File: config.mk
export PLATFORM = sky130hd
export DESIGN_NAME = lpcg_ctrl
export DESIGN_NICKNAME = d
export VERILOG_FILES = /design/src/lpcg_ctrl.v /design/src/lpcg_sync2.v
export VERILOG_INCLUDE_DIRS = /design/src
export SDC_FILE = /design/constraint.sdc
export NUM_CORES = 1
export LEC_CHECK = 0
export ABC_CLOCK_PERIOD_IN_PS = 4400
export BUFFER_PORTS_ARGS = -buffer_cell sky130_fd_sc_hd__buf_2
export CORE_UTILIZATION = 45
export CTS_CLUSTER_DIAMETER = 80
export DETAILED_ROUTE_END_ITERATION = 8
export PLACE_DENSITY = 0.68
export REMOVE_ABC_BUFFERS = 1
export SETUP_SLACK_MARGIN = 0.2
export SYNTH_ARGS = -nofsm -noshare
export SYNTH_HDL_FRONTEND = slang
export SYNTH_SLANG_ARGS = --single-unit
File: constraint.sdc
create_clock -name ref_clk -period 4.4 [get_ports ref_clk]
set_input_delay 0.66 -clock ref_clk [delete_from_list [all_inputs] [get_ports ref_clk]]
set_output_delay 0.66 -clock ref_clk [all_outputs]
set_load 0.03 [all_outputs]
File: src/lpcg_defines.vh
`ifndef LPCG_DEFINES_VH
`define LPCG_DEFINES_VH
// ****************************************************************
// Register map (byte addresses)
// ****************************************************************
`define LPCG_SCS1_ADDR 12'h000
`define LPCG_STAT_ADDR 12'h004
// ****************************************************************
// Field positions in system_control_status_one
// ****************************************************************
`define LPCG_LPM_HI 13
`define LPCG_LPM_LO 12
`define LPCG_EN_ADC 7
`define LPCG_EN_SCI 6
`define LPCG_EN_SPI 5
`define LPCG_EN_CAN 4
`define LPCG_EN_EVB 3
`define LPCG_EN_EVA 2
`define LPCG_SCS1_RST 32'h0000_0000
`define LPCG_SCS1_WMASK 32'h0000_30FC
// ****************************************************************
// Mode codes
// ****************************************************************
`define LPCG_MODE_LIGHT 2'b00
`define LPCG_MODE_DEEP 2'b01
// ****************************************************************
// Timing: oscillator and PLL restart after halt
// ****************************************************************
`define LPCG_STAB_NS 20000
`define LPCG_CLK_NS 4
`define LPCG_STAB_CYC ((`LPCG_STAB_NS + `LPCG_CLK_NS - 1) / `LPCG_CLK_NS)
`endif

File: src/lpcg_ctrl.v
`timescale 1ns/1ps
`include "lpcg_defines.vh"
// Contract
// - Idle gates CPU logic, clock output runs in mode 00 only
// - Reset or interrupt ends sleep; halt ends only on reset or protect pins
// - Separate CPU and system clock gates
// - Mode field bits 13:12 picks sleep
// - Mode 00 stops CPU domain only
// - Mode 01 stops CPU and system
// - Mode 1X also stops watchdog, PLL, oscillator
// - Peripheral clock enables clear at reset
module lpcg_ctrl #(
  parameter STAB_CYC = `LPCG_STAB_CYC
) (
  input wire ref_clk,
  input wire arst_n,
  input wire psel,
  input wire penable,
  input wire pwrite,
  input wire [11:0] paddr,
  input wire [31:0] pwdata,
  output reg [31:0] prdata,
  output reg pready,
  output reg pslverr,
  input wire idle_exec,
  input wire periph_irq,
  input wire wakeup_irq,
  input wire ext_irq_pin,
  input wire power_drive_protect_inputs,
  output reg cpu_clk_en,
  output reg sys_clk_en,
  output reg cpu_clock_output_en,
  output reg watchdog_clock_en,
  output reg pll_en,
  output reg osc_en,
  output reg [5:0] periph_clk_en,
  output reg cpu_idle
);
  // ****************************************************************
  // States
  // ****************************************************************
  localparam ST_RUN = 2'd0;
  localparam ST_SLEEP = 2'd1;
  localparam ST_HALT = 2'd2;
  localparam ST_RESTART = 2'd3;
  // Run: CPU clocked, gates open
  // Sleep: light or deep sleep, oscillator kept alive
  // Halt: oscillator, PLL and watchdog clock off
  // Restart: oscillator back on, domains still gated
  // A wake from halt always passes through restart, so the CPU never
  // sees a clock from an oscillator that has not settled; reset goes straight to run

  reg [1:0] state_q;
  reg [1:0] state_d;
  reg [1:0] mode_q;
  reg [1:0] sleep_mode_q;
  reg [1:0] sleep_mode_d;
  reg [5:0] pclk_q;
  reg [31:0] stab_q;
  reg [31:0] stab_d;
  wire [1:0] pin_sync;
  wire ext_irq_s;
  wire pdp_s;
  wire wake;
  wire wr_en;
  wire rd_en;

  // ****************************************************************
  // Pin synchronisers
  // ****************************************************************
  // Pins are asynchronous to ref_clk
  lpcg_sync2 #(
    .WIDTH(2)
  ) u_sync (
    .ref_clk(ref_clk),
    .arst_n(arst_n),
    .async_in({ext_irq_pin, power_drive_protect_inputs}),
    .sync_out(pin_sync)
  );
  assign ext_irq_s = pin_sync[1];
  assign pdp_s = pin_sync[0];

  // ****************************************************************
  // Wake decode
  // ****************************************************************
  // Wake set per mode; halt hears only protect pins
  function wake_for;
    input [1:0] m;
    input pi;
    input wi;
    input ei;
    input pd;
    begin
      if (m == `LPCG_MODE_LIGHT) begin
        wake_for = pi | ei | pd;
      end else if (m == `LPCG_MODE_DEEP) begin
        wake_for = wi | ei | pd;
      end else begin
        wake_for = pd;
      end
    end
  endfunction

  // Reset wakes by forcing state to run
  assign wake = wake_for(sleep_mode_q, periph_irq, wakeup_irq, ext_irq_s,
                         pdp_s);

  // ****************************************************************
  // APB slave
  // ****************************************************************
  // One wait state; pready rises the cycle after the access cycle starts
  assign wr_en = psel & penable & pwrite & ~pready;
  assign rd_en = psel & penable & ~pwrite & ~pready;

  // Control word select, shared by read and write paths
  function is_ctrl_addr;
    input [11:0] a;
    begin
      is_ctrl_addr = (a == `LPCG_SCS1_ADDR);
    end
  endfunction

  // Status word select, shared by read and write paths
  function is_stat_addr;
    input [11:0] a;
    begin
      is_stat_addr = (a == `LPCG_STAT_ADDR);
    end
  endfunction

  always @(posedge ref_clk or negedge arst_n) begin
    if (!arst_n) begin
      pready <= 1'b0;
      pslverr <= 1'b0;
      prdata <= 32'h0000_0000;
      mode_q <= 2'b00;
      pclk_q <= 6'b00_0000;
    end else begin
      pready <= psel & penable & ~pready;
      pslverr <= 1'b0;
      // Writes outside the control word are refused
      if (wr_en) begin
        if (is_ctrl_addr(paddr)) begin
          mode_q <= pwdata[`LPCG_LPM_HI:`LPCG_LPM_LO];
          pclk_q <= pwdata[`LPCG_EN_ADC:`LPCG_EN_EVA];
        end else if (is_stat_addr(paddr)) begin
          pslverr <= 1'b1; // Status is read only
        end else begin
          pslverr <= 1'b1;
        end
      end
      // Read data stands only in the answer cycle
      if (rd_en) begin
        if (is_ctrl_addr(paddr)) begin
          prdata <= {18'h0_0000, mode_q, 4'h0, pclk_q, 2'b00};
        end else if (is_stat_addr(paddr)) begin
          prdata <= {28'h000_0000, sleep_mode_q, state_q};
        end else begin
          prdata <= 32'h0000_0000;
          pslverr <= 1'b1;
        end
      end else begin
        prdata <= 32'h0000_0000;
      end
    end
  end

  // ****************************************************************
  // Sleep sequencer
  // ****************************************************************
  // Mode latched at idle so later writes cannot alter sleep
  always @* begin
    state_d = state_q;
    sleep_mode_d = sleep_mode_q;
    stab_d = stab_q;
    case (state_q)
      ST_RUN: begin
        if (idle_exec) begin
          sleep_mode_d = mode_q;
          if (mode_q[1]) begin
            state_d = ST_HALT;
          end else begin
            state_d = ST_SLEEP;
          end
        end
      end
      ST_SLEEP: begin
        if (wake) begin
          state_d = ST_RUN;
        end
      end
      ST_HALT: begin
        if (wake) begin
          state_d = ST_RESTART;
          stab_d = 32'd0;
        end
      end
      default: begin
        // Domains stay gated until oscillator and PLL settle
        if (stab_q >= STAB_CYC - 1) begin
          state_d = ST_RUN;
        end else begin
          stab_d = stab_q + 32'd1;
        end
      end
    endcase
  end

  always @(posedge ref_clk or negedge arst_n) begin
    if (!arst_n) begin
      state_q <= ST_RUN;
      sleep_mode_q <= 2'b00;
      stab_q <= 32'd0;
    end else begin
      state_q <= state_d;
      sleep_mode_q <= sleep_mode_d;
      stab_q <= stab_d;
    end
  end

  // ****************************************************************
  // Clock gate outputs
  // ****************************************************************
  // Next-state views shared by the gate registers
  wire run_d;
  wire sys_on_d;
  assign run_d = (state_d == ST_RUN);
  // System domain runs in run and light sleep only
  assign sys_on_d = run_d |
                    (state_d == ST_SLEEP &&
                     sleep_mode_d == `LPCG_MODE_LIGHT);

  // One gate per peripheral; each needs its enable bit
  // and a running system domain, so deep sleep and halt win over enable
  genvar gi;
  generate
    for (gi = 0; gi < 6; gi = gi + 1) begin : g_pclk
      always @(posedge ref_clk or negedge arst_n) begin
        if (!arst_n) begin
          periph_clk_en[gi] <= 1'b0;
        end else begin
          periph_clk_en[gi] <= pclk_q[gi] & sys_on_d;
        end
      end
    end
  endgenerate

  // Registered from next state so gates move with the state
  always @(posedge ref_clk or negedge arst_n) begin
    if (!arst_n) begin
      cpu_clk_en <= 1'b1;
      sys_clk_en <= 1'b1;
      cpu_clock_output_en <= 1'b1;
      watchdog_clock_en <= 1'b1;
      pll_en <= 1'b1;
      osc_en <= 1'b1;
      cpu_idle <= 1'b0;
    end else begin
      cpu_clk_en <= run_d;
      sys_clk_en <= sys_on_d;
      // Clock output only stops when the system domain does
      cpu_clock_output_en <= sys_on_d;
      watchdog_clock_en <= (state_d != ST_HALT);
      pll_en <= (state_d != ST_HALT);
      osc_en <= (state_d != ST_HALT);
      cpu_idle <= ~run_d;
    end
  end
  // Flash power is software's job before halt; no flash gate here
endmodule

File: src/lpcg_sync2.v
`timescale 1ns/1ps
// Two-flop synchroniser bank for asynchronous pins
module lpcg_sync2 #(
  parameter WIDTH = 1
) (
  input wire ref_clk,
  input wire arst_n,
  input wire [WIDTH-1:0] async_in,
  output wire [WIDTH-1:0] sync_out
);
  reg [WIDTH-1:0] meta_q;
  reg [WIDTH-1:0] sync_q;

  // First stage feeds only the second stage
  always @(posedge ref_clk or negedge arst_n) begin
    if (!arst_n) begin
      meta_q <= {WIDTH{1'b0}};
      sync_q <= {WIDTH{1'b0}};
    end else begin
      meta_q <= async_in;
      sync_q <= meta_q;
    end
  end

  assign sync_out = sync_q;
endmodule

# Yosys cells after proc, flatten, opt, wreduce, memory -nomap -nowiden
# Cells that the tools add are included.
dict set report totals {
  wordCells 81
  out_inout_bits 47
  reg_bits 92
}
dict set report op_classes {
  addsub 1
  n_reduce_logical 9
  eq_ne 8
  n_bitwise 21
  magnitude_cmp 1
  n_mux 21
}
# operator n
set ops {}
lappend ops {{2-to-1 mux 32 bit} 3}
lappend ops {{case mux 32 bit (2 select lines)} 1}
lappend ops {{adder 32 x 1 -> 32 bit, second input constant} 1}
lappend ops {{>= comparator 32 x 13 -> 1 bit, second input constant} 1}
lappend ops {{2-to-1 mux 14 bit} 1}
lappend ops {{2-to-1 mux 2 bit} 7}
lappend ops {{bitwise AND 1 bit} 12}
lappend ops {{== test 12 x 3 -> 1 bit, second input constant} 1}
lappend ops {{logical NOT 12 bit} 1}
lappend ops {{logical NOT 2 bit} 4}
lappend ops {{2-to-1 mux 1 bit} 7}
lappend ops {{== test 2 x 1 -> 1 bit, second input constant} 3}
lappend ops {{case mux 2 bit (3 select lines)} 1}
lappend ops {{bitwise OR 1 bit} 5}
lappend ops {{2-to-1 mux 4 bit} 1}
lappend ops {{!= test 2 bit, second input constant} 2}
lappend ops {{inverter 1 bit} 4}
lappend ops {{AND reduction 3 bit} 1}
lappend ops {{== test 2 bit, second input constant} 1}
lappend ops {{!= test 2 x 1 -> 1 bit, second input constant} 1}
lappend ops {{AND reduction 2 bit} 1}
lappend ops {{OR reduction 2 bit} 1}
lappend ops {{logical AND 1 bit} 1}

# Longest topological paths before layout
dict set report depth {
  word_depth 10
  ltp_mapped 8
  ltp_nobuf 6
}

# By module
# A second synthesis with hierarchy kept.
dict set report unflattened {
  hier_cells 253
  hier_area_um2 2939.1
}
# module area_per_inst_um2 seq_area_each_um2 cells_per_inst n_inst
set modules_own_cells {}
lappend modules_own_cells {lpcg_ctrl 2839.0 1655.3 249 1}
lappend modules_own_cells {lpcg_sync2 100.1 100.1 4 1}

# Worst setup path before layout
# No wires, ideal clock.
dict set report synth_path {
  path_type {input to register}
  start {input port paddr[9]}
  end {register mode_q[0]}
  t_arrival_ps 2007
  path_stages 4
  setup_ps 127
  n_path_buf 0
  setup_slack_ps 2266
  path_cell_list {nor4_1 -> nand4_1 -> nor3b_2 -> mux2_1}
}
dict set report synth_via {
  elab_chain_len 2
}
# element line_no
set synth_rtl {}
lappend synth_rtl {{start: declaration} lpcg_ctrl.v:20} ;# input wire [11:0] paddr,
lappend synth_rtl {{logical NOT 12 bit (no line)} --}
lappend synth_rtl {{AND reduction 2 bit (no line)} --}
lappend synth_rtl {{end signal: assignment} lpcg_ctrl.v:144} ;# mode_q <= pwdata[`LPCG_LPM_HI:`LPCG_LPM_LO];
lappend synth_rtl {{end: declaration} lpcg_ctrl.v:55} ;# reg [1:0] mode_q;
# No other way between the ends.
# A chain may end at the register's enable or synchronous reset.

# Worst setup path after layout
dict set report layout_path {
  start {register state_q[1]}
  end {register stab_q[5]}
}
dict set report layout_via {
  elab_chain_len 4
}
# element line_no
set layout_rtl {}
lappend layout_rtl {{start: declaration} lpcg_ctrl.v:53} ;# reg [1:0] state_q;
lappend layout_rtl {{start signal: assignment} lpcg_ctrl.v:215} ;# state_q <= state_d;
lappend layout_rtl {{== test 2 x 1 -> 1 bit or logical NOT 2 bit (tied branches)} lpcg_ctrl.v:176} ;# case (state_q)
lappend layout_rtl {{OR reduction 2 bit (no line)} --}
lappend layout_rtl {{inverter 1 bit (no line)} --}
lappend layout_rtl {{AND reduction 3 bit (no line)} --}
lappend layout_rtl {{end signal: assignment} lpcg_ctrl.v:217} ;# stab_q <= stab_d;
lappend layout_rtl {{end: declaration} lpcg_ctrl.v:59} ;# reg [31:0] stab_q;
# Parallel ways exist; a longest one is shown, timed or not.

==> metrics <==
outcome finished, violations left; violated checks DRC; Slew Limit Fails 0; CTS tree yes; top cell type by total area after synthesis dfrtp_1; Reg2Reg Depth 5; max incr delay on CP 0.58 ns; Max rail drop VDD 0.350 mV; vias in the first global route 2,039; final WL 5310 um; Worst Setup End Kind flop; H-Tree Depth 3; register bit count reported by yosys 70; Mapped Cells 268; Layout Skew 0.0113 ns; largest cells by area after synthesis dfrtp_1, and2_1, buf_4; Final Wtd Congestion 0.789; fillers 586; Startpoint Class flop; Post-synth EDFFs 0; first-pass GRT wire length 9270 um; largest net degree at the start of global routing 38; IO Count 101; detailed-placement wirelength estimate 3690 um; placed cell areas 0.00329 mm^2; antenna violations before repair 0; Fmax achieved 0.403 GHz; Netlist cell types 47; setup_tns 0 ns; Die Area 0.00713 mm^2; reg-to-reg setup timing slack 1.92 ns; Avg Inst Size Synth 11.4 um^2; Hold EP u_sync.sync_out[1]; power per cell area 466 mW/mm^2; hold path start u_sync.meta_q[1]; DR DRC count 4; clk slew on worst S/H paths 0.08 ns; DIE WIDTH 84.4 um; pre-CTS WS 1.89 ns; top cell type's share of synthesized area 0.548; die extent in y 84.4 um; Slew @ Worst Pin 0.991 ns; Final Hold Viols 0; GRT Total Usage 0.168; prevailing post-synth register cell dfrtp_1; Final setup viols 0; clk root buf clkbuf_8; post-route cell area 0.00350 mm^2; Initial DRC Count 70; CTS resizes 0; CTS Hold Bufs 0; gr ovfl total 0; Leak 1.78 nW; Rel. slew slack 0.334; layout cells sized above 1 0.258; placed cell count 390; CTS buffer count 9; Antenna diodes 0; Tightest Hold Check Type reg -> reg; WL/cell 13.1 um; Final ANT Viol Nets 0; WP data arrival 2.75 ns; asr flop ratio synth 1.00; critical path cell sequence or4b_4 -> nor3_4 -> nand4_4 -> or4_1 -> a21oi_1; Buffers on Ports 54; CP Depth 5; Final Total Pwr 1.63 mW; r2r startpoint state_q[1]; fin crit share 0.564; slowest CP cell or4_1; crit path time final 2.48 ns; Finished Layout Cells 406; TritonCTS Sinks 70; routed vias 2,066; synth-to-layout area growth 14.4%; Initial Utilization 0.473; Critical Path RT 4.66 ns; Cell Area, Synth 0.00306 mm^2; Vias/cell 5.09; R2R Path End stab_q[5]; number of buffers and inverters on the critical path 0; Yosys warning count 0; nets 379; Worst Path Class, Setup reg -> reg; setup bufs post-CTS 0; Initial DRT Pass Iterations 6; CP delay by family, top simple AND/OR/NAND/NOR gates; RSZ-0062 raised after global routing no; max cap viols 0; post-route setup slack 1.92 ns; Worst-Skew Late Latency 0.34 ns; Core ar. 0.00646 mm^2; row count 29; CP max FO 24; crit path from state_q[1]; WHS Path Cells 0; sequential fraction of the synthesis area 0.574; Clock Tree Buf Depth 2
## cell usage after synthesis, drive strengths merged, types with 2 or more instances
cell type  instances
a21oi             13
clkbuf             4
or3                5
dfrtp             67
nor3               6
nor2               9
nand4              6
nor4               6
nor3b              2
nand2             11
inv                7
or2                3
and3               3
or4                8
mux2i              3
o211ai             3
mux2               8
and2              31
buf               28
a21o               4
nand3              6
o21ai             11
dfstp              3
nor2b              3
o31ai              5
## worst register-to-register path: stages (launching register included)
cell and delay, ns:
dfrtp_1 0.56, or4b_4 0.55, nor3_4 0.25, nand4_4 0.31
or4_1 0.59, a21oi_1 0.16
## report_power, final
| group | switching, mW | total, mW | internal, mW |
|---|---|---|---|
| combinational | 0.215 | 0.332 | 0.118 |
| clock | 0.258 | 0.525 | 0.267 |
| sequential | 0.0662 | 0.773 | 0.707 |
## state kept, by name (all words and copies together) (netlist names)
| signal | cells |
|---|---|
| cpu_idle | 1 |
| state_q | 2 |
| mode_q | 2 |
| stab_q | 32 |
| cpu_clk_en | 1 |
| u_sync.meta_q | 2 |
| pclk_q | 6 |
| prdata | 10 |
| osc_en | 1 |
| cpu_clock_output_en | 1 |
| u_sync.sync_out | 2 |
| pslverr | 1 |
| periph_clk_en | 6 |
| pready | 1 |
| sleep_mode_q | 2 |
## worst max path at each step
stage / end / slack (ns)
after detailed placement: pclk_q[1] / 1.89
after global placement: pclk_q[2] / 1.92
final: stab_q[5] / 1.92
after floorplan: stab_q[5] / 2.20
after global routing: stab_q[5] / 1.73
after CTS: stab_q[5] / 1.92
## cells in the final DEF (no fill, tap or decap), drive strengths merged, types with 8 or more instances in the layout
| cell | n |
|---|---|
| buf | 56 |
| mux2 | 8 |
| or4 | 8 |
| o21ai | 11 |
| nand2 | 11 |
| a21oi | 13 |
| clkbuf | 9 |
| conb | 22 |
| nor2 | 9 |
| inv | 10 |
| and2 | 31 |
| dfrtp | 67 |
## layer usage
layer,vias to the layer above,wire length (um),track usage
met5,-,0,0
met4,0,61,0.0693
met3,7,347,0.0541
met2,66,2530,0.272
met1,988,2380,0.210
li1,1005,-,-
## through the flow
stage           util  hold slack, ns
3_5_place_dp   0.510           0.336
5_1_grt        0.541           0.359
6_report       0.541           0.352
2_1_floorplan      -           0.331
3_3_place_gp   0.510           0.333
4_1_cts        0.541           0.354
## cell families after synthesis
logic type / share of synthesized area
flops: 0.574
xor+xnor: 0.00286
compound gates: 0.0876
fa+ha+maj: 0.00409
other cells: 0.00123
simple gates: 0.209
mux: 0.0393
buf+inv: 0.0818
## area by class of cell
| cell class | instances | area [um^2] | area share |
|---|---|---|---|
| flip-flops and latches | 70 | 1760 | 0.502 |
| multi-input cells | 180 | 1130 | 0.323 |
| repair buffers | 56 | 285 | 0.0816 |
| clock buffers | 9 | 124 | 0.0354 |
| well taps | 77 | 96.3 | 0.0275 |
| clock inverters | 7 | 78.8 | 0.0225 |
| inverters | 7 | 26.3 | 0.00751 |
(Power assumes the default switching activity.)
